--- config.mk ---
export PLATFORM = sky130hd
export DESIGN_NAME = rss_exec
export DESIGN_NICKNAME = d
export VERILOG_FILES = /design/src/core/rss_pkg.sv /design/src/core/rss_exec.sv /design/src/core/rss_axi_slave.sv
export SDC_FILE = /design/constraint.sdc
export NUM_CORES = 1
export LEC_CHECK = 0
export ABC_AREA = 1
export BUFFER_PORTS_ARGS = -buffer_cell sky130_fd_sc_hd__buf_2
export CORE_MARGIN = 1.5
export CORE_UTILIZATION = 55
export DETAILED_ROUTE_END_ITERATION = 10
export PLACE_DENSITY_LB_ADDON = 0.05
export SETUP_SLACK_MARGIN = 0.5
export SLEW_MARGIN = 5
export SYNTH_ARGS = -nofsm -noshare
export SYNTH_HDL_FRONTEND = slang
export SYNTH_SLANG_ARGS = --single-unit
--- constraint.sdc ---
create_clock -name ref_clk_i -period 2.6 [get_ports ref_clk_i]
set_clock_uncertainty 0.15 [all_clocks]
set_input_delay 0.13 -clock ref_clk_i [delete_from_list [all_inputs] [get_ports ref_clk_i]]
set_output_delay 0.13 -clock ref_clk_i [all_outputs]
set_load 0.05 [all_outputs]
--- src/core/rss_pkg.sv ---
// Package: opcodes, register layout and constants for the return/set/skip unit
package rss_pkg;
	localparam int PC_W = 13;
	localparam int STACK_DEPTH = 8;
	localparam int SP_W = 3;
	localparam logic [SP_W-1:0] SP_RST = 3'h7;
	localparam logic [PC_W-1:0] PC_RST = 13'h0000;
	localparam int OPC_W = 10;
	// Opcodes
	localparam logic [9:0] OP_RT = 10'h044;
	localparam logic [9:0] OP_RTI = 10'h046;
	localparam logic [9:0] OP_RTS = 10'h045;
	localparam logic [9:0] OP_SB_BASE = 10'h05c;
	localparam logic [9:0] OP_SBK = 10'h041;
	localparam logic [9:0] OP_SC = 10'h007;
	localparam logic [9:0] OP_SCP = 10'h28d;
	localparam logic [9:0] OP_SD = 10'h015;
	localparam logic [9:0] OP_SEA = 10'h025;
	localparam logic [9:0] OP_SKIP_IF_ACC_EQUALS_MEM = 10'h026;
	localparam logic [9:0] OP_SKIP_ON_EXT_ZERO_REQUEST = 10'h038;
	localparam logic [9:0] OP_SKIP_ON_EXT_ONE_REQUEST = 10'h039;
	localparam logic [9:0] OP_SKIP_ON_CONVERSION_DONE = 10'h287;
	localparam logic [9:0] OP_SKIP_ON_EXT_ZERO_PIN_LEVEL = 10'h03a;
	localparam logic [9:0] OP_SKIP_ON_EXT_ONE_PIN_LEVEL = 10'h03b;
	localparam logic [9:0] OP_SKIP_ON_HALT_MARKER = 10'h003;
	localparam logic [9:0] OP_LA_MASK = 10'h3f0;
	localparam logic [9:0] OP_LA_VAL = 10'h070;
	localparam logic [9:0] OP_LXY_MASK = 10'h300;
	localparam logic [9:0] OP_LXY_VAL = 10'h300;
	localparam logic [9:0] OP_SB_MASK = 10'h3fc;
	// Bit positions in control registers
	localparam int EXT_ZERO_EN_POS = 0;
	localparam int EXT_ONE_EN_POS = 1;
	localparam int CONV_EN_POS = 2;
	localparam int LEVEL_SEL_POS = 2;
	// AXI4-Lite register map (byte addresses)
	localparam logic [7:0] ADDR_CTRL = 8'h00;
	localparam logic [7:0] ADDR_STATUS = 8'h04;
	localparam logic [7:0] ADDR_PC = 8'h08;
	localparam logic [7:0] ADDR_REGS = 8'h0c;
	localparam logic [7:0] ADDR_ICTRL = 8'h10;
	localparam logic [7:0] ADDR_FLAGS = 8'h14;
	localparam logic [7:0] ADDR_MEM = 8'h18;
	localparam logic [7:0] ADDR_PORTS = 8'h1c;
	localparam logic [31:0] CTRL_RST = 32'h0000_0000;
	localparam logic [1:0] RESP_OKAY = 2'h0;
	localparam logic [1:0] RESP_SLVERR = 2'h2;
	typedef enum logic [1:0] {ST_IDLE, ST_POP, ST_SKIP2} exec_state_t;
endpackage

--- src/core/rss_exec.sv ---
// Execution unit for the return, set-bit, set-flag and skip instruction group
// What this block does
// [RL1] Plain return pops PC from stack at pointer, decrements pointer, two cycles.
// [RL2] Return-and-skip pops like plain return, then skips next instruction always.
// [RL3] Interrupt return pops PC and restores data pointer X, Y, Z, carry, skip, chain, accumulators.
// [RL4] Upper-page select sets table page high bit for pages 64 to 127.
// [RL5] Set-carry forces carry to 1 in one cycle; only the PC step and clearing chain go with it.
// [RL6] Two-word immediate compare skips next instruction when accumulator equals immediate.
// [RL7] Memory compare skips next instruction when accumulator equals addressed nibble.
// [RL8] External-zero request test skips and clears flag only when enable bit 0.
// [RL9] External-one request test skips and clears flag only when enable bit 0.
// [RL10] Conversion-done test skips and clears flag only when enable bit 0.
// [RL11] External-zero pin test skips on level chosen by select bit; no clear.
// [RL12] External-one pin test skips on level chosen by select bit.
// [RL13] Halt marker test skips when flag is 1, flag left unchanged.
// [RL14] Set-bit sets nibble bit j; port C set; port D bit by Y set only when Y is below 8.
// [RL15] Skipped instruction is fetched, not executed; two-word ones skipped whole.
//
// The address map and the AXI4-Lite interface to the registers are this design's own decisions.
`timescale 1ns/100ps
module rss_exec
	import rss_pkg::*;
#(
	parameter int STACK_D = STACK_DEPTH,
	parameter int MEM_WORDS = 16
) (
	// Clock and reset
	input wire logic ref_clk_i,
	input wire logic nrst_i,
	// AXI4-Lite register bus
	input wire logic [7:0] awaddr_i,
	input wire logic awvalid_i,
	output logic awready_o,
	input wire logic [31:0] wdata_i,
	input wire logic [3:0] wstrb_i,
	input wire logic wvalid_i,
	output logic wready_o,
	output logic [1:0] bresp_o,
	output logic bvalid_o,
	input wire logic bready_i,
	input wire logic [7:0] araddr_i,
	input wire logic arvalid_i,
	output logic arready_o,
	output logic [31:0] rdata_o,
	output logic [1:0] rresp_o,
	output logic rvalid_o,
	input wire logic rready_i,
	// Pins and event sources
	input wire logic ext_zero_pin_i,
	input wire logic ext_one_pin_i,
	input wire logic ext_zero_req_set_i,
	input wire logic ext_one_req_set_i,
	input wire logic conv_done_set_i,
	// Ports
	output logic port_c_o,
	output logic [7:0] port_d_o
);
	initial begin
		if (STACK_D != 8 || MEM_WORDS < 1 || MEM_WORDS > 16) begin
			$error("rss_exec: unsupported stack depth or memory size");
		end
	end

	// Bus side wires
	logic wr_en, wr_ok, rd_ok;
	logic [7:0] wr_addr, rd_addr;
	logic [31:0] wr_data, rd_data;
	logic [3:0] wr_strb;

	rss_axi_slave u_bus (
		.ref_clk_i(ref_clk_i), .nrst_i(nrst_i),
		.awaddr_i(awaddr_i), .awvalid_i(awvalid_i), .awready_o(awready_o),
		.wdata_i(wdata_i), .wstrb_i(wstrb_i), .wvalid_i(wvalid_i), .wready_o(wready_o),
		.bresp_o(bresp_o), .bvalid_o(bvalid_o), .bready_i(bready_i),
		.araddr_i(araddr_i), .arvalid_i(arvalid_i), .arready_o(arready_o),
		.rdata_o(rdata_o), .rresp_o(rresp_o), .rvalid_o(rvalid_o), .rready_i(rready_i),
		.wr_en_o(wr_en), .wr_addr_o(wr_addr), .wr_data_o(wr_data), .wr_strb_o(wr_strb),
		.wr_ok_i(wr_ok), .rd_addr_o(rd_addr), .rd_data_i(rd_data), .rd_ok_i(rd_ok)
	);

	// Architectural state
	exec_state_t state_r, state_nxt;
	logic [PC_W-1:0] pc_r, pc_nxt;
	logic [PC_W-1:0] stack_r [STACK_DEPTH];
	logic [PC_W-1:0] stack_nxt [STACK_DEPTH];
	logic [SP_W-1:0] sp_r, sp_nxt;
	logic [3:0] acc_r, acc_nxt, accb_r, accb_nxt;
	logic [5:0] xreg_r, xreg_nxt;
	logic [3:0] yreg_r, yreg_nxt;
	logic [1:0] zreg_r, zreg_nxt;
	logic carry_r, carry_nxt, skip_r, skip_nxt, chain_r, chain_nxt;
	logic page_hi_r, page_hi_nxt, halt_marker_r, halt_marker_nxt;
	logic [3:0] int_ctrl_one_r, int_ctrl_one_nxt, int_ctrl_two_r, int_ctrl_two_nxt;
	logic [3:0] pin_ctrl_one_r, pin_ctrl_one_nxt, pin_ctrl_two_r, pin_ctrl_two_nxt;
	logic ext_zero_req_r, ext_zero_req_nxt, ext_one_req_r, ext_one_req_nxt;
	logic conv_done_r, conv_done_nxt;
	logic [3:0] mem_r [MEM_WORDS];
	logic [3:0] mem_nxt [MEM_WORDS];
	logic port_c_r, port_c_nxt;
	logic [7:0] port_d_r, port_d_nxt;
	// Saved context for the interrupt return
	logic [5:0] sv_x_r, sv_x_nxt;
	logic [3:0] sv_y_r, sv_y_nxt, sv_a_r, sv_a_nxt, sv_b_r, sv_b_nxt;
	logic [1:0] sv_z_r, sv_z_nxt;
	logic sv_cy_r, sv_cy_nxt, sv_sk_r, sv_sk_nxt, sv_ch_r, sv_ch_nxt;
	// Instruction issue register
	logic [OPC_W-1:0] opcode_r, opcode_nxt;
	logic [3:0] imm_r, imm_nxt;
	logic issue_r, issue_nxt, two_word_r, two_word_nxt;
	logic [3:0] mem_rd;
	logic clr_zero, clr_one, clr_conv, is_la, is_lxy;

	assign mem_rd = mem_r[yreg_r[3:0] % MEM_WORDS];
	assign wr_ok = (wr_addr[1:0] == 2'h0) && (wr_addr <= ADDR_PORTS) && (wr_addr != ADDR_STATUS);
	assign rd_ok = (rd_addr[1:0] == 2'h0) && (rd_addr <= ADDR_PORTS);

	always_comb begin
		case (rd_addr)
			ADDR_CTRL: rd_data = {16'h0, two_word_r, issue_r, imm_r, opcode_r};
			ADDR_STATUS: rd_data = {26'h0, state_r == ST_IDLE, page_hi_r, chain_r, skip_r, carry_r, halt_marker_r};
			ADDR_PC: rd_data = {16'h0, sp_r, pc_r};
			ADDR_REGS: rd_data = {12'h0, zreg_r, xreg_r, yreg_r, accb_r, acc_r};
			ADDR_ICTRL: rd_data = {16'h0, pin_ctrl_two_r, pin_ctrl_one_r, int_ctrl_two_r, int_ctrl_one_r};
			ADDR_FLAGS: rd_data = {29'h0, conv_done_r, ext_one_req_r, ext_zero_req_r};
			ADDR_MEM: rd_data = {28'h0, mem_rd};
			ADDR_PORTS: rd_data = {23'h0, port_d_r, port_c_r};
			default: rd_data = 32'h0000_0000;
		endcase
	end

	always_comb begin
		state_nxt = state_r;
		pc_nxt = pc_r;
		stack_nxt = stack_r;
		sp_nxt = sp_r;
		acc_nxt = acc_r;
		accb_nxt = accb_r;
		xreg_nxt = xreg_r;
		yreg_nxt = yreg_r;
		zreg_nxt = zreg_r;
		carry_nxt = carry_r;
		skip_nxt = skip_r;
		chain_nxt = chain_r;
		page_hi_nxt = page_hi_r;
		halt_marker_nxt = halt_marker_r;
		int_ctrl_one_nxt = int_ctrl_one_r;
		int_ctrl_two_nxt = int_ctrl_two_r;
		pin_ctrl_one_nxt = pin_ctrl_one_r;
		pin_ctrl_two_nxt = pin_ctrl_two_r;
		mem_nxt = mem_r;
		port_c_nxt = port_c_r;
		port_d_nxt = port_d_r;
		sv_x_nxt = sv_x_r;
		sv_y_nxt = sv_y_r;
		sv_z_nxt = sv_z_r;
		sv_a_nxt = sv_a_r;
		sv_b_nxt = sv_b_r;
		sv_cy_nxt = sv_cy_r;
		sv_sk_nxt = sv_sk_r;
		sv_ch_nxt = sv_ch_r;
		opcode_nxt = opcode_r;
		imm_nxt = imm_r;
		issue_nxt = 1'b0;
		two_word_nxt = two_word_r;
		clr_zero = 1'b0;
		clr_one = 1'b0;
		clr_conv = 1'b0;
		is_la = (opcode_r & OP_LA_MASK) == OP_LA_VAL;
		is_lxy = (opcode_r & OP_LXY_MASK) == OP_LXY_VAL;
		unique case (state_r)
			ST_IDLE: begin
				if (issue_r) begin
					pc_nxt = pc_r + (two_word_r ? 13'h0002 : 13'h0001);
					if (skip_r) begin
						// Fetched but not executed; width comes with the issue
						skip_nxt = 1'b0; // [RL15]
					end else if (chain_r && (is_la || is_lxy)) begin
						// Chained loads after the first act as no-ops
						chain_nxt = 1'b1;
					end else begin
						chain_nxt = is_la || is_lxy;
						if (opcode_r == OP_RT || opcode_r == OP_RTS || opcode_r == OP_RTI) begin
							state_nxt = ST_POP; // [RL1]
						end else if (opcode_r == OP_SBK) begin
							page_hi_nxt = 1'b1; // [RL4]
						end else if (opcode_r == OP_SC) begin
							carry_nxt = 1'b1; // [RL5]
						end else if ((opcode_r & OP_SB_MASK) == OP_SB_BASE) begin
							mem_nxt[yreg_r[3:0] % MEM_WORDS][opcode_r[1:0]] = 1'b1; // [RL14]
						end else if (opcode_r == OP_SCP) begin
							port_c_nxt = 1'b1; // [RL14]
						end else if (opcode_r == OP_SD) begin
							if (!yreg_r[3]) begin
								port_d_nxt[yreg_r[2:0]] = 1'b1; // [RL14]
							end
						end else if (opcode_r == OP_SEA) begin
							skip_nxt = acc_r == imm_r; // [RL6]
						end else if (opcode_r == OP_SKIP_IF_ACC_EQUALS_MEM) begin
							skip_nxt = acc_r == mem_rd; // [RL7]
						end else if (opcode_r == OP_SKIP_ON_EXT_ZERO_REQUEST) begin
							if (!int_ctrl_one_r[EXT_ZERO_EN_POS] && ext_zero_req_r) begin
								skip_nxt = 1'b1; // [RL8]
								clr_zero = 1'b1; // [RL8]
							end
						end else if (opcode_r == OP_SKIP_ON_EXT_ONE_REQUEST) begin
							if (!int_ctrl_one_r[EXT_ONE_EN_POS] && ext_one_req_r) begin
								skip_nxt = 1'b1; // [RL9]
								clr_one = 1'b1; // [RL9]
							end
						end else if (opcode_r == OP_SKIP_ON_CONVERSION_DONE) begin
							if (!int_ctrl_two_r[CONV_EN_POS] && conv_done_r) begin
								skip_nxt = 1'b1; // [RL10]
								clr_conv = 1'b1; // [RL10]
							end
						end else if (opcode_r == OP_SKIP_ON_EXT_ZERO_PIN_LEVEL) begin
							skip_nxt = ext_zero_pin_i == pin_ctrl_one_r[LEVEL_SEL_POS]; // [RL11]
						end else if (opcode_r == OP_SKIP_ON_EXT_ONE_PIN_LEVEL) begin
							skip_nxt = ext_one_pin_i == pin_ctrl_two_r[LEVEL_SEL_POS]; // [RL12]
						end else if (opcode_r == OP_SKIP_ON_HALT_MARKER) begin
							skip_nxt = halt_marker_r; // [RL13]
						end else if (is_la) begin
							acc_nxt = opcode_r[3:0];
						end else if (is_lxy) begin
							xreg_nxt = {2'h0, opcode_r[7:4]};
							yreg_nxt = opcode_r[3:0];
						end
					end
				end
			end
			ST_POP: begin
				// Second cycle of a return: pop and unwind
				pc_nxt = stack_r[sp_r]; // [RL1]
				sp_nxt = sp_r - 3'h1; // [RL1]
				state_nxt = ST_IDLE;
				if (opcode_r == OP_RTS) begin
					skip_nxt = 1'b1; // [RL2]
				end else if (opcode_r == OP_RTI) begin
					xreg_nxt = sv_x_r; // [RL3]
					yreg_nxt = sv_y_r;
					zreg_nxt = sv_z_r;
					carry_nxt = sv_cy_r;
					skip_nxt = sv_sk_r;
					chain_nxt = sv_ch_r;
					acc_nxt = sv_a_r;
					accb_nxt = sv_b_r;
				end
			end
			ST_SKIP2: begin
				state_nxt = ST_IDLE;
			end
		endcase
		// Software writes; the issue register starts an instruction
		if (wr_en && wr_ok) begin
			unique case (wr_addr)
				ADDR_CTRL: begin
					if (state_r == ST_IDLE && !issue_r) begin
						opcode_nxt = wr_data[9:0];
						imm_nxt = wr_data[13:10];
						two_word_nxt = wr_data[15];
						issue_nxt = 1'b1;
					end
				end
				ADDR_PC: begin
					pc_nxt = wr_data[12:0];
					sp_nxt = wr_data[15:13];
					stack_nxt[wr_data[15:13]] = wr_data[28:16];
				end
				ADDR_REGS: begin
					acc_nxt = wr_data[3:0];
					accb_nxt = wr_data[7:4];
					yreg_nxt = wr_data[11:8];
					xreg_nxt = wr_data[17:12];
					zreg_nxt = wr_data[19:18];
					sv_a_nxt = wr_data[23:20];
					sv_b_nxt = wr_data[27:24];
					sv_cy_nxt = wr_data[28];
					sv_sk_nxt = wr_data[29];
					sv_ch_nxt = wr_data[30];
					halt_marker_nxt = wr_data[31];
				end
				ADDR_ICTRL: begin
					int_ctrl_one_nxt = wr_data[3:0];
					int_ctrl_two_nxt = wr_data[7:4];
					pin_ctrl_one_nxt = wr_data[11:8];
					pin_ctrl_two_nxt = wr_data[15:12];
					sv_x_nxt = wr_data[21:16];
					sv_y_nxt = wr_data[25:22];
					sv_z_nxt = wr_data[27:26];
				end
				ADDR_MEM: mem_nxt[yreg_r[3:0] % MEM_WORDS] = wr_data[3:0];
				ADDR_PORTS: begin
					port_c_nxt = wr_data[0];
					port_d_nxt = wr_data[8:1];
				end
				default: begin
				end
			endcase
		end
		// Set wins over clear so no request is lost
		ext_zero_req_nxt = ext_zero_req_set_i || (ext_zero_req_r && !clr_zero);
		ext_one_req_nxt = ext_one_req_set_i || (ext_one_req_r && !clr_one);
		conv_done_nxt = conv_done_set_i || (conv_done_r && !clr_conv);
	end

	always_ff @(posedge ref_clk_i or negedge nrst_i) begin
		if (!nrst_i) begin
			state_r <= ST_IDLE;
			pc_r <= PC_RST;
			stack_r <= '{default: 13'h0000};
			sp_r <= SP_RST;
			acc_r <= 4'h0;
			accb_r <= 4'h0;
			xreg_r <= 6'h00;
			yreg_r <= 4'h0;
			zreg_r <= 2'h0;
			carry_r <= 1'b0;
			skip_r <= 1'b0;
			chain_r <= 1'b0;
			page_hi_r <= 1'b0;
			halt_marker_r <= 1'b0;
			int_ctrl_one_r <= 4'h0;
			int_ctrl_two_r <= 4'h0;
			pin_ctrl_one_r <= 4'h0;
			pin_ctrl_two_r <= 4'h0;
			ext_zero_req_r <= 1'b0;
			ext_one_req_r <= 1'b0;
			conv_done_r <= 1'b0;
			mem_r <= '{default: 4'h0};
			port_c_r <= 1'b0;
			port_d_r <= 8'h00;
			sv_x_r <= 6'h00;
			sv_y_r <= 4'h0;
			sv_z_r <= 2'h0;
			sv_a_r <= 4'h0;
			sv_b_r <= 4'h0;
			sv_cy_r <= 1'b0;
			sv_sk_r <= 1'b0;
			sv_ch_r <= 1'b0;
			opcode_r <= 10'h000;
			imm_r <= 4'h0;
			issue_r <= 1'b0;
			two_word_r <= 1'b0;
		end else begin
			state_r <= state_nxt;
			pc_r <= pc_nxt;
			stack_r <= stack_nxt;
			sp_r <= sp_nxt;
			acc_r <= acc_nxt;
			accb_r <= accb_nxt;
			xreg_r <= xreg_nxt;
			yreg_r <= yreg_nxt;
			zreg_r <= zreg_nxt;
			carry_r <= carry_nxt;
			skip_r <= skip_nxt;
			chain_r <= chain_nxt;
			page_hi_r <= page_hi_nxt;
			halt_marker_r <= halt_marker_nxt;
			int_ctrl_one_r <= int_ctrl_one_nxt;
			int_ctrl_two_r <= int_ctrl_two_nxt;
			pin_ctrl_one_r <= pin_ctrl_one_nxt;
			pin_ctrl_two_r <= pin_ctrl_two_nxt;
			ext_zero_req_r <= ext_zero_req_nxt;
			ext_one_req_r <= ext_one_req_nxt;
			conv_done_r <= conv_done_nxt;
			mem_r <= mem_nxt;
			port_c_r <= port_c_nxt;
			port_d_r <= port_d_nxt;
			sv_x_r <= sv_x_nxt;
			sv_y_r <= sv_y_nxt;
			sv_z_r <= sv_z_nxt;
			sv_a_r <= sv_a_nxt;
			sv_b_r <= sv_b_nxt;
			sv_cy_r <= sv_cy_nxt;
			sv_sk_r <= sv_sk_nxt;
			sv_ch_r <= sv_ch_nxt;
			opcode_r <= opcode_nxt;
			imm_r <= imm_nxt;
			issue_r <= issue_nxt;
			two_word_r <= two_word_nxt;
		end
	end

	assign port_c_o = port_c_r;
	assign port_d_o = port_d_r;
endmodule

--- src/core/rss_axi_slave.sv ---
// AXI4-Lite slave front end: decodes one write and one read at a time
`timescale 1ns/100ps
module rss_axi_slave
	import rss_pkg::*;
(
	// Clock and reset
	input wire logic ref_clk_i,
	input wire logic nrst_i,
	// Write channels
	input wire logic [7:0] awaddr_i,
	input wire logic awvalid_i,
	output logic awready_o,
	input wire logic [31:0] wdata_i,
	input wire logic [3:0] wstrb_i,
	input wire logic wvalid_i,
	output logic wready_o,
	output logic [1:0] bresp_o,
	output logic bvalid_o,
	input wire logic bready_i,
	// Read channels
	input wire logic [7:0] araddr_i,
	input wire logic arvalid_i,
	output logic arready_o,
	output logic [31:0] rdata_o,
	output logic [1:0] rresp_o,
	output logic rvalid_o,
	input wire logic rready_i,
	// Core side
	output logic wr_en_o,
	output logic [7:0] wr_addr_o,
	output logic [31:0] wr_data_o,
	output logic [3:0] wr_strb_o,
	input wire logic wr_ok_i,
	output logic [7:0] rd_addr_o,
	input wire logic [31:0] rd_data_i,
	input wire logic rd_ok_i
);
	logic aw_have_r, aw_have_nxt, w_have_r, w_have_nxt, bvalid_r, bvalid_nxt;
	logic [7:0] awaddr_r, awaddr_nxt;
	logic [31:0] wdata_r, wdata_nxt;
	logic [3:0] wstrb_r, wstrb_nxt;
	logic [1:0] bresp_r, bresp_nxt, rresp_r, rresp_nxt;
	logic rvalid_r, rvalid_nxt;
	logic [31:0] rdata_r, rdata_nxt;
	logic do_wr;

	always_comb begin
		aw_have_nxt = aw_have_r;
		w_have_nxt = w_have_r;
		awaddr_nxt = awaddr_r;
		wdata_nxt = wdata_r;
		wstrb_nxt = wstrb_r;
		bvalid_nxt = bvalid_r;
		bresp_nxt = bresp_r;
		rvalid_nxt = rvalid_r;
		rresp_nxt = rresp_r;
		rdata_nxt = rdata_r;
		do_wr = aw_have_r && w_have_r && !bvalid_r;
		if (awvalid_i && !aw_have_r) begin
			aw_have_nxt = 1'b1;
			awaddr_nxt = awaddr_i;
		end
		if (wvalid_i && !w_have_r) begin
			w_have_nxt = 1'b1;
			wdata_nxt = wdata_i;
			wstrb_nxt = wstrb_i;
		end
		if (do_wr) begin
			aw_have_nxt = 1'b0;
			w_have_nxt = 1'b0;
			bvalid_nxt = 1'b1;
			bresp_nxt = wr_ok_i ? RESP_OKAY : RESP_SLVERR;
		end
		if (bvalid_r && bready_i) begin
			bvalid_nxt = 1'b0;
		end
		if (arvalid_i && !rvalid_r) begin
			rvalid_nxt = 1'b1;
			rdata_nxt = rd_ok_i ? rd_data_i : 32'h0000_0000;
			rresp_nxt = rd_ok_i ? RESP_OKAY : RESP_SLVERR;
		end else if (rvalid_r && rready_i) begin
			rvalid_nxt = 1'b0;
		end
	end

	always_ff @(posedge ref_clk_i or negedge nrst_i) begin
		if (!nrst_i) begin
			aw_have_r <= 1'b0;
			w_have_r <= 1'b0;
			awaddr_r <= 8'h00;
			wdata_r <= 32'h0000_0000;
			wstrb_r <= 4'h0;
			bvalid_r <= 1'b0;
			bresp_r <= RESP_OKAY;
			rvalid_r <= 1'b0;
			rresp_r <= RESP_OKAY;
			rdata_r <= 32'h0000_0000;
		end else begin
			aw_have_r <= aw_have_nxt;
			w_have_r <= w_have_nxt;
			awaddr_r <= awaddr_nxt;
			wdata_r <= wdata_nxt;
			wstrb_r <= wstrb_nxt;
			bvalid_r <= bvalid_nxt;
			bresp_r <= bresp_nxt;
			rvalid_r <= rvalid_nxt;
			rresp_r <= rresp_nxt;
			rdata_r <= rdata_nxt;
		end
	end

	// Ready only while the holding slot is empty
	assign awready_o = !aw_have_r;
	assign wready_o = !w_have_r;
	assign arready_o = !rvalid_r;
	assign bvalid_o = bvalid_r;
	assign bresp_o = bresp_r;
	assign rvalid_o = rvalid_r;
	assign rresp_o = rresp_r;
	assign rdata_o = rdata_r;
	assign wr_en_o = do_wr;
	assign wr_addr_o = awaddr_r;
	assign wr_data_o = wdata_r;
	assign wr_strb_o = wstrb_r;
	assign rd_addr_o = araddr_i;
endmodule

# Word level (Yosys, flattened, before mapping)
# Index checks and enable logic that the tools add are counted.
dict set report totals {
  reg_bits 358
}
dict set report classes {
  addsub 2
  magnitude_cmp 11
  n_eq_ne 47
  muxes 241
  bitwise_logic 8
  n_reduce_logical 60
}
# cell n
set op_table {}
lappend op_table {{$mux 64} 10}
lappend op_table {{$mux 4} 54}
lappend op_table {{$pmux 20 s8} 1}
lappend op_table {{$mux 6} 23}
lappend op_table {{$bwmux 104} 1}
lappend op_table {{$mux 8} 13}
lappend op_table {{$mux 1} 101}
lappend op_table {{$mux 13} 6}
lappend op_table {{$bwmux 64} 1}
lappend op_table {{$eq 8x5->1 const B} 8}
lappend op_table {{$or 64x64->64} 1}
lappend op_table {{$eq 10x6->1 const B} 6}
lappend op_table {{$eq 10x7->1 const B} 4}
lappend op_table {{$bmux 13 s3} 1}
lappend op_table {{$demux 13 s3} 1}
lappend op_table {{$ge 33x5->1 const B} 1}
lappend op_table {{$lt 33x1->1 const B} 1}
lappend op_table {{$not 4->33} 1}
lappend op_table {{$demux 4 s4} 2}
lappend op_table {{$eq 8x4->1 const B} 4}
lappend op_table {{$pmux 13 s2} 1}
lappend op_table {{$mux 2} 12}
lappend op_table {{$logic_and 1x1->1} 23}
lappend op_table {{$eq 10x10->1 const B} 2}
lappend op_table {{other kinds (46)} 91}

# Longest topological paths before layout
# Gate-level depths: netlist of run 1.
dict set report logic_depth {
  depth_word 23
  ltp_mapped 18
}

# By module
# Synthesis of run 1 repeated with hierarchy kept, for this count alone.
dict set report unflattened {
  hier_cells 2160
  hier_area_um2 17838.4
}
# mod n_inst cells_each area_per_inst_um2
set modules_own_cells {}
lappend modules_own_cells {rss_exec 1 1794 14408.8}
lappend modules_own_cells {rss_axi_slave 1 366 3429.5}

# Worst setup path before layout of run 1
# No wires, ideal clock.
dict set report synth_timing {
  path_type {reg-to-reg}
  from {register u_bus.bvalid_r, in the netlist u_bus.bvalid_o}
  to {register stack_r[54] (netlist bit)}
  t_arrival_ns 2.226
  setup_slack_ns 0.090
  stages_incl_launch_ff 8
  cell_sequence {dfrtp_1 -> nor3_1 -> inv_1 -> nor4_4 -> nand4_2 -> clkbuf_1 -> nand2_1 -> o21ai_0}
}
dict set report synth_via {
  elab_chain_cells 4
}
# item line_no
set synth_rtl {}
lappend synth_rtl {{start: declaration} rss_axi_slave.sv:38} ;# logic aw_have_r, aw_have_nxt, w_have_r, w_have_nxt, bvalid_r, bvalid_nxt;
lappend synth_rtl {{start signal: assignment} rss_axi_slave.sv:104} ;# bvalid_r <= bvalid_nxt;
lappend synth_rtl {{$logic_not 1->1} rss_axi_slave.sv:58} ;# do_wr = aw_have_r && w_have_r && !bvalid_r;
lappend synth_rtl {{$logic_and 1x1->1} rss_axi_slave.sv:58}
lappend synth_rtl {{$logic_and 1x1->1} rss_exec.sv:253} ;# if (wr_en && wr_ok) begin
lappend synth_rtl {{$reduce_and 2->1 (no line)} --}
lappend synth_rtl {{end signal: assignment} rss_exec.sv:346} ;# stack_r <= stack_nxt;
lappend synth_rtl {{end: declaration} rss_exec.sv:84} ;# logic [PC_W-1:0] stack_r [STACK_DEPTH];
# Every way passes these cells.
# A chain may end at the register's enable or synchronous reset.

# Worst setup path in the final report of run 1
dict set report layout_timing {
  from {register u_bus.awaddr_r[6], in the netlist u_bus.wr_addr_o[6]}
  to {register stack_r[56] (netlist bit)}
}
dict set report layout_via {
  elab_chain_cells 5
}
# item line_no
set layout_rtl {}
lappend layout_rtl {{start: declaration} rss_axi_slave.sv:39} ;# logic [7:0] awaddr_r, awaddr_nxt;
lappend layout_rtl {{start signal: assignment} rss_axi_slave.sv:101} ;# awaddr_r <= awaddr_nxt;
lappend layout_rtl {{$le 8x5->1} rss_exec.sv:114} ;# assign wr_ok = (wr_addr[1:0] == 2'h0) && (wr_addr <= ADDR_PORTS) && (wr_addr != ADDR_STATUS);
lappend layout_rtl {{$logic_and 1x1->1 (2 in series)} rss_exec.sv:114}
lappend layout_rtl {{$logic_and 1x1->1} rss_exec.sv:253}
lappend layout_rtl {{$reduce_and 2->1 (no line) (*)} --}
# Mark *: on every way between the ends. The rest lies on a longest branch, timed or not.

==> results of run 1 <==
-- per-stage QoR --
step / instance area, um^2 / std cells / setup WS (ps)
global placement: 18400 / 2583 / 164
floorplan: 16900 / 2107 / 212
detailed placement: 18400 / 2583 / 82.0
CTS: 21100 / 2730 / 394
finish: 23500 / 2796 / 252
global route: 23500 / 2796 / 203
-- state kept, by name (all words and copies together), names as in the netlist, 6 cells and up --
name             cells
xreg_r               6
u_bus.rdata_o       20
u_bus.wr_addr_o      8
port_d_o             8
stack_r            104
pc_r                13
sv_x_r               6
mem_r               64
opcode_r            10
u_bus.wr_data_o     32
-- logic make-up (layout without fill, tap and decap cells) --
| logic type | Yosys count | after routing | synth area share, % |
|---|---|---|---|
| adder cells (fa/ha/maj) | 4 | 4 | 0.342 |
| XOR/XNOR | 8 | 8 | 0.417 |
| buffers and inverters | 318 | 617 | 7.49 |
| multiplexers | 8 | 8 | 0.536 |
| AO/OA/AOI/OAI | 559 | 559 | 19.1 |
| AND/OR/NAND/NOR | 853 | 853 | 21.0 |
| flip-flops | 343 | 343 | 51.1 |
| other | 1 | 14 | 0.0223 |
-- per-layer routing --
layer / up-vias / global-route usage (%) / part of all wire, % / routed length, um
li1: 7616 / - / - / -
met1: 8607 / 50.6 / 37 / 24900
met2: 1168 / 60.7 / 47 / 31000
met3: 333 / 6.08 / 9.5 / 6340
met4: 4 / 16.2 / 6.5 / 4340
met5: - / 0 / 0.041 / 27
-- repair_timing --
item | in CTS | in global routing
hold endpoints to repair | 371 | 0
setup buffers | 20 | 42
resized for setup | 222 | 540
cloned | 9 | 24
pin swaps | 22 | 62
setup endpoints to repair | 219 | 268
hold buffers | 50 | 0
-- how the worst max path moves through the flow --
stage | startpoint | end | slack, ps | depth (start not counted)
2_1_floorplan | u_bus.w_have_r | stack_r[76] | 210 | 8
3_3_place_gp | opcode_r[8] | mem_r[0] | 160 | 11
3_5_place_dp | opcode_r[8] | mem_r[0] | 80 | 11
4_1_cts | u_bus.wr_addr_o[6] | stack_r[56] | 390 | 10
5_1_grt | u_bus.wr_addr_o[6] | stack_r[56] | 200 | 10
6_report | u_bus.wr_addr_o[6] | stack_r[56] | 250 | 10
-- power by group --
| group | internal, W | switching (W) | leakage [nW] |
|---|---|---|---|
| Sequential | 0.00571 | 0.000479 | 4.62 |
| Clock | 0.00317 | 0.00228 | 0.619 |
| Combinational | 0.000672 | 0.00206 | 5.65 |
-- cell usage in the layout, fill, tap and decap left out, types with 20 or more instances in the layout --
| master | Yosys | final |
|---|---|---|
| nand3_1 | 72 | 51 |
| nor2_4 | 0 | 33 |
| a21oi_1 | 108 | 93 |
| nor3_1 | 43 | 29 |
| buf_12 | 0 | 28 |
| nor2_1 | 231 | 179 |
| nand2_2 | 0 | 90 |
| o21ai_2 | 0 | 60 |
| buf_6 | 0 | 42 |
| nor2_2 | 1 | 20 |
| dlygate4sd3_1 | 0 | 50 |
| o21ai_1 | 11 | 72 |
| dfrtp_1 | 340 | 334 |
| inv_1 | 180 | 147 |
| buf_2 | 11 | 96 |
| clkbuf_16 | 0 | 52 |
| o221ai_1 | 21 | 21 |
| o22ai_1 | 24 | 24 |
| nand2_1 | 467 | 320 |
| o21ai_0 | 283 | 162 |
| buf_4 | 14 | 117 |
| nand2_4 | 0 | 55 |
| inv_2 | 1 | 24 |
-- area by class of cell --
class	count	share of cell area, %
clock buffer	55	4.70
inverter	189	3.28
timing repair buffer	358	14.7
clock inverter	13	0.612
sequential	343	36.5
multi-input combinational	1446	38.1
timing repair inverter	2	0.0744
tap	390	2.07
==> flow_summary.ini, run 1 <==
[run_status]
failed_checks = negative hold slack
outcome = finished, violations left

[setup_path]
critPathRequiredTime_ps = 2850
critical_path_class = flop to flop
crit_family = simple AND/OR/NAND/NOR gates
slowest_delay_ps = 380
crit_chain = nor2_2 -> nand2_2 -> inv_4 -> o311ai_4 -> nor4_4 -> buf_6 -> nand4_4 -> buf_12 -> nand2_2 -> o21ai_1
setup.worst_path.start_class = flop
worstPathMaxFanout = 8
cp_common_cell = nand2_2
path_buf_inv = 3
reg2reg_from = u_bus.wr_addr_o[6]
worst_ep_arrival_time_ps = 2600
cp_slowest_cell = dfrtp_1
endpoint_kind = flop
reg2reg_slack_ps = 250
r2r_cells = 10
r2r_end = stack_r[56]

[hold_path]
worstHoldPathType = input pin to asynchronous set/reset pin

[timing]
maxSlewHeadroom_pct = 52.3
whs_ps = -24.1
rsz0062_at_grt = yes
tightest_slew_ps = 715
timing.final.max_slew_violations = 0
period_share_pct = 90.3
fin_tns_setup_ps = 0
hold_violations = 7
layout_min_cycle_time_ps = 2350
fmax_ghz = 0.426
setup_viol = 0

[job]
maxCapViolations = 0

[synth]
synth_ff_type = dfrtp_1
synth.most_common_cell = nand2_1
syn_inst = 2094
synth-seq-cells = 343
synthArstFlopShare_pct = 100
synth_edf_count = 0
seq_area_frac_synth_pct = 51.1
syn_area_per_cell_um2 = 8.03
yosysUniqueCellTypes = 45
ys_top_cells_by_area = dfrtp_1, nand2_1, o21ai_0
netlist_area_mm2 = 0.0168
synthTopCellsByCount = nand2_1, dfrtp_1, o21ai_0
synth_top_area_share_pct = 50.6
yosysTopAreaCell = dfrtp_1
yosys_warnings = 0

[power_and_ir_drop]
power.density_mw_per_mm2 = 611
vdd_drop_max_uv = 770
power.total_w = 0.0144
p_leak_nw = 10.9

[finish]
areaGrowthSynthToFinish_pct = 39.9
antenna_cells = 0
regArea_mm2 = 0.00859
multiInputGateArea_mm2 = 0.00896
n_fill_cell = 1959
num-nets-final = 2446
fin_util_pct = 78.8
drive_above_1_share_pct = 33.6

[floorplan]
core-area_mm2 = 0.0299
start_util_pct = 56.3
dieArea_mm2 = 0.0316
die_w_um = 178
io_pins = 114
num_rows = 63
die_y_um = 178

[cts]
htree_num_levels = 2
clkSinkCount = 343
tritoncts.num_buffers = 38
clockRootBuffer = clkbuf_16
clkLatencyLatePin_ps = 540
max-clock-path-buffers = 3
tritoncts = built
path_clk_slew_ps = 60

[placement]
place.gp.congestion = 1.01
place.port_buffers = 95
dp_hpwl_mm = 39.0

[global_routing]
grt_pass1_vias = 15700
grt_pass1_wl_mm = 90.2
antenna_found_initial = 3
grt_overflow = 0
gr-usage-all-layers_pct = 37.7
grt_max_degree = 70

[routing]
drc = 0
ant_nets = 0
drt_first_pass_iters = 5
routed_wl_mm = 66.7
wl_per_cell_um = 23.8
drt_iter0_drc = 2229
vias = 17700
viasPerCell = 6.34
(Power assumes the default switching activity.)
==> run 2: changes to the inputs <==
--- a/config.mk
+++ b/config.mk
@@ -8,7 +8,7 @@
 export ABC_AREA = 1
 export BUFFER_PORTS_ARGS = -buffer_cell sky130_fd_sc_hd__buf_2
 export CORE_MARGIN = 1.5
-export CORE_UTILIZATION = 55
+export CORE_UTILIZATION = 53
 export DETAILED_ROUTE_END_ITERATION = 10
 export PLACE_DENSITY_LB_ADDON = 0.05
 export SETUP_SLACK_MARGIN = 0.5
==> run 2 against run 1 <==
  * Global-route usage fell by 1.1 points
  * Critical endpoint is now pc_r[12]
  * Setup slack better by 43 ps
  * Combinational power is 6% lower
  * Wire length fell by 7.7%
  * Highest routed layer is now met4
  * Clock power decreased by 3%
  * Largest cell class is now registers
  * Clock-buffer cell count up 3
  * The flow now finishes without violations
  * Register-to-register slack better by 40 ps
  * Sequential cell count is the same
==> flow_summary.ini, run 2 (synthesis results as in run 1) <==
[routing]
routed-wl-met2_mm = 28.3
drt_iter0_drc = 1577
drt_first_pass_iters = 8
vias = 16700
wl_met1_mm = 24.9
routed.top_layer = met4
viasPerCell = 5.95
drc = 0
ant_nets = 0
routed_wl_mm = 61.5
wl_met3_mm = 5.30
wl_per_cell_um = 21.9

[timing]
rsz0062_at_grt = yes
setup_viol = 0
layout_min_cycle_time_ps = 2310
maxSlewHeadroom_pct = 44.0
period_share_pct = 88.7
tightest_slew_ps = 839
fin_tns_setup_ps = 0
hold_violations = 0
fmax_ghz = 0.434
whs_ps = 89.6
setup_ws_ps = 295
timing.final.max_slew_violations = 0

[finish]
multiInputGateArea_mm2 = 0.00844
drive_above_1_share_pct = 29.0
regArea_mm2 = 0.00859
largest_reg_flops = 104
areaGrowthSynthToFinish_pct = 35.6
n_fill_cell = 2392
antenna_cells = 0
layout_common_cells = nand2_1, dfrtp_1, o21ai_0
regMostFlops = stack_r
final_design_area_no_fill_mm2 = 0.0228
num-nets-final = 2444
mostFrequentLayoutCell = nand2_1

[hold_path]
worstHoldPathType = input pin to asynchronous set/reset pin

[setup_path]
worstPathMaxFanout = 3
slowest_delay_ps = 400
cp_common_cell = inv_2
setup.worst_path.start_class = flop
endpoint_kind = flop
critPathRequiredTime_ps = 2870
critical_path_class = flop to flop
cp_slowest_cell = dfrtp_1
worst_ep_arrival_time_ps = 2570
crit_chain = inv_2 -> ha_4 -> inv_2 -> fa_2 -> inv_2 -> nand3_4 -> nor2_4 -> nand2_4 -> nor2_4 -> nand2_2 -> inv_2 -> buf_4 -> buf_6 -> nand3_2 -> nand3_2 -> a31oi_1
reg2reg_slack_ps = 290

[job]
maxCapViolations = 0

[power_and_ir_drop]
switching_power_w = 0.00459
p_seq_share_pct = 43.9
p_leak_nw = 10.8
vdd_drop_max_uv = 712
power.density_mw_per_mm2 = 612
power.internal_w = 0.00935
power.share.switching_pct = 32.9
p_comb_share_pct = 18.4
pwr-share-clk_pct = 37.7

[cts]
clkLatencyLatePin_ps = 540
clkSinkCount = 343
htree_num_levels = 2
path_clk_slew_ps = 60
max-clock-path-buffers = 3
clockRootBuffer = clkbuf_16
tritoncts.num_buffers = 38
tritoncts = built

[floorplan]
start_util_pct = 53.6
die_w_um = 181
io_pins = 114
dieArea_mm2 = 0.0328
num_rows = 65
die_y_um = 181
core-area_mm2 = 0.0314

[global_routing]
grt_pass1_wl_mm = 92.2
grt_pass1_vias = 16000
antenna_found_initial = 0
gr-usage-all-layers_pct = 36.6
grt_overflow = 0
grt_max_degree = 79

[placement]
place.port_buffers = 95
dp_hpwl_mm = 39.4
place_area_mm2 = 0.0184
place.gp.congestion = 0.988
dp_slack_ps = 21.8

[run_status]
outcome = finished clean
-- run 2: area by class of cell --
type | instances | area share, %
Clock buffer | 58 | 4.86
Clock inverter | 9 | 0.390
Inverter | 189 | 3.34
Multi-Input combinational cell | 1446 | 37.0
Sequential cell | 343 | 37.7
Tap cell | 402 | 2.21
Timing Repair Buffer | 358 | 14.5
-- run 2: critical path, delay by kind of cell, from the launching register on --
kind	cells	cell delay (ps)
simple gates	7	630
compound gates	1	70
fa+ha+maj	2	460
buf+inv	6	470
flops	1	400
-- run 2: final timing paths --
| check | to | startpoint | depth (start not counted) |
|---|---|---|---|
| max reg2reg | pc_r[12] | two_word_r | 16 |
| min reg2reg | u_bus.rdata_o[0] | u_bus.rdata_o[0] | 1 |
| max | pc_r[12] | two_word_r | 16 |
| max in group asynchronous | opcode_r[4] | nrst_i | 3 |
| min in group ref_clk_i | u_bus.w_have_r | wvalid_i | 3 |
| min | mem_r[2] | nrst_i | 3 |
-- run 2: stage by stage --
| step | std cells | total power (W) | utilization (%) |
|---|---|---|---|
| 2_1_floorplan | 2107 | 0.00726 | - |
| 3_3_place_gp | 2594 | 0.00825 | 58.7 |
| 3_5_place_dp | 2594 | 0.00830 | 58.7 |
| 4_1_cts | 2765 | 0.0138 | 68.0 |
| 5_1_grt | 2805 | 0.0144 | 72.6 |
| 6_report | 2805 | 0.0139 | 72.6 |
-- run 2: metal layers --
| metal | track usage [%] | vias up |
|---|---|---|
| met5 | 0 | - |
| met4 | 14.5 | 0 |
| met3 | 5.79 | 204 |
| met2 | 59.1 | 827 |
| met1 | 49.8 | 8040 |
| li1 | - | 7608 |
-- run 2: timing repair --
action / 4_1_cts / 5_1_grt
setup buffers: 37 / 32
hold endpoints to repair: 393 / 0
pin swaps: 20 / 64
resized for setup: 237 / 332
endpoints found under the setup margin: 224 / 270
cloned: 13 / 8
hold buffers: 54 / 0
-- run 2: power by group through the flow --
stage | Clock (W) | Combinational, W | Sequential [W]
floorplan | 0 | 0.00120 | 0.00605
global placement | 0 | 0.00213 | 0.00611
detailed placement | 0 | 0.00217 | 0.00613
CTS | 0.00530 | 0.00238 | 0.00607
global route | 0.00554 | 0.00273 | 0.00615
finish | 0.00526 | 0.00256 | 0.00612
==> run 3: changes to the inputs <==
--- a/config.mk
+++ b/config.mk
@@ -8,11 +8,12 @@
 export ABC_AREA = 1
 export BUFFER_PORTS_ARGS = -buffer_cell sky130_fd_sc_hd__buf_2
 export CORE_MARGIN = 1.5
-export CORE_UTILIZATION = 53
+export CORE_UTILIZATION = 61
 export DETAILED_ROUTE_END_ITERATION = 10
 export PLACE_DENSITY_LB_ADDON = 0.05
 export SETUP_SLACK_MARGIN = 0.5
 export SLEW_MARGIN = 5
 export SYNTH_ARGS = -nofsm -noshare
 export SYNTH_HDL_FRONTEND = slang
+export SYNTH_HIERARCHICAL = 1
 export SYNTH_SLANG_ARGS = --single-unit
==> run 3 against run 2 <==
  * The flow now finishes with violations (negative setup slack)
  * Critical path depth is 4 lower
  * Utilization is 9.1 points higher
  * Sequential power is 15% higher
  * Wire length is 11% higher
  * Largest power group unchanged
  * Critical path type unchanged
  * Die area is 8.5% lower
  * Highest routed layer unchanged
  * Clock power is 3% higher
==> flow_summary.ini, run 3 <==
[run_status]
outcome = finished, violations left
failed_checks = negative setup slack

[cts]
tritoncts.num_buffers = 39
htree_num_levels = 2
max-clock-path-buffers = 3
clkLatencyLatePin_ps = 570
path_clk_slew_ps = 70
clockRootBuffer = clkbuf_16
clkSinkCount = 355
tritoncts = built

[timing]
hold_violations = 0
layout_min_cycle_time_ps = 2620
fin_tns_setup_ps = -23.5
setup_viol = 1
timing.final.max_slew_violations = 0
maxSlewHeadroom_pct = 24.3
period_share_pct = 101
tightest_slew_ps = 1130
rsz0062_at_grt = yes
setup_ws_ps = -23.5
fmax_ghz = 0.381

[finish]
areaGrowthSynthToFinish_pct = 32.3
num-nets-final = 2494
largest_reg_flops = 104
regArea_mm2 = 0.00890
layout_common_cells = nand2_1, dfrtp_1, o21ai_0
regMostFlops = stack_r
mostFrequentLayoutCell = nand2_1
reg_top3 = stack_r: 104 flops, mem_r: 64 flops
n_fill_cell = 1736
drive_above_1_share_pct = 27.5
multiInputGateArea_mm2 = 0.00889
layout.cells.non_filler = 2839

[floorplan]
start_util_pct = 61.8
die_w_um = 173
die_y_um = 173
io_pins = 114
dieArea_mm2 = 0.0300
num_rows = 62
core-area_mm2 = 0.0286

[power_and_ir_drop]
p_leak_nw = 11.2
vdd_drop_max_uv = 647
power.density_mw_per_mm2 = 760

[global_routing]
antenna_found_initial = 3
grt_max_degree = 81
grt_pass1_vias = 17400
grt_overflow = 0
gr-usage-all-layers_pct = 42.4
grt_pass1_wl_mm = 97.9

[routing]
vias = 18300
drt_first_pass_iters = 6
routed_wl_mm = 68.3
drt_iter0_drc = 2417
wl_per_cell_um = 24.1
viasPerCell = 6.46
drc = 0
ant_nets = 0

[setup_path]
cp_slowest_cell = dfrtp_1
critical_path_class = flop to flop
worstPathMaxFanout = 5
worst_ep_arrival_time_ps = 2950
crit_chain = nor3_2 -> inv_1 -> nor3_2 -> and2_4 -> inv_2 -> nor3_4 -> inv_4 -> nor2_8 -> nand2_8 -> buf_12 -> buf_16 -> o21ai_2
endpoint_kind = flop
critPathRequiredTime_ps = 2920
cp_common_cell = nor3_2
setup.worst_path.start_class = flop
slowest_delay_ps = 410

[placement]
dp_slack_ps = 80.6
dp.cells = 2618
place.gp.congestion = 1.06
place.port_buffers = 107
dp_hpwl_mm = 38.3

[hold_path]
worstHoldPathType = input pin to asynchronous set/reset pin

[synth]
syn_inst = 2144
yosys_warnings = 6
netlist_area_mm2 = 0.0177
syn_area_per_cell_um2 = 8.25

[job]
maxCapViolations = 0
## run 3: area by class of cell
| type | count | area share, % |
|---|---|---|
| flip-flops and latches | 355 | 38.0 |
| multi-input cells | 1513 | 38.0 |
| repair buffers | 335 | 13.2 |
| clock buffers | 57 | 4.72 |
| inverters | 181 | 3.36 |
| well taps | 384 | 2.05 |
| clock inverters | 12 | 0.556 |
| repair inverters | 1 | 0.0321 |
| diodes | 1 | 0.0107 |
## run 3: layer usage
metal	global-route usage, %	vias up	wire [um]
met5	0	-	0
met4	29.7	0	5830
met3	9.21	425	8000
met2	67.1	1432	31200
met1	52.2	8660	23300
li1	-	7819	-
## run 3: critical path, delay by kind of cell (launching register included)
| kind | cells | cell delay [ps] |
|---|---|---|
| AO/OA/AOI/OAI | 1 | 180 |
| buffers and inverters | 5 | 590 |
| flip-flops | 1 | 410 |
| AND/OR/NAND/NOR | 6 | 1210 |
## run 3: power by group
group	internal (W)	switching (W)	total, W
combinational	0.00153	0.00381	0.00534
sequential	0.00620	0.000839	0.00703
clock	0.00307	0.00234	0.00541
total	0.0108	0.00699	0.0178
## run 3: metrics by stage
| stage | power [W] | instance area, um^2 | util [%] | hold WS [ps] |
|---|---|---|---|---|
| floorplan | 0.00938 | 17800 | - | -316 |
| global placement | 0.0110 | 18800 | 65.6 | -30.1 |
| detailed placement | 0.0111 | 18800 | 65.6 | -7.56 |
| CTS | 0.0171 | 22300 | 77.9 | 0.321 |
| global route | 0.0183 | 23400 | 81.7 | 42.3 |
| finish | 0.0178 | 23400 | 81.7 | 3.25 |
## run 3: worst paths after layout
check / from / endpoint / slack [ps] / cells after the start
max in group asynchronous: nrst_i / stack_r[9] / 1420 / 4
worst min register to register: page_hi_r / page_hi_r / 330 / 2
min in group ref_clk_i: wvalid_i / u_bus/wr_data_o[30] / 20 / 3
worst min-delay path: nrst_i / u_bus/rdata_o[28] / 3 / 2
worst max register to register: u_bus/wr_addr_o[5] / stack_r[52] / -20 / 12
worst max-delay path: u_bus/wr_addr_o[5] / stack_r[52] / -20 / 12
## run 3: timing repair
item / in CTS / in global routing
cloned: 17 / 12
setup buffers: 41 / 16
hold endpoints to repair: 375 / 0
gates resized for setup: 286 / 215
hold buffers: 65 / 0
setup endpoints to repair: 242 / 285
pin swaps: 16 / 15
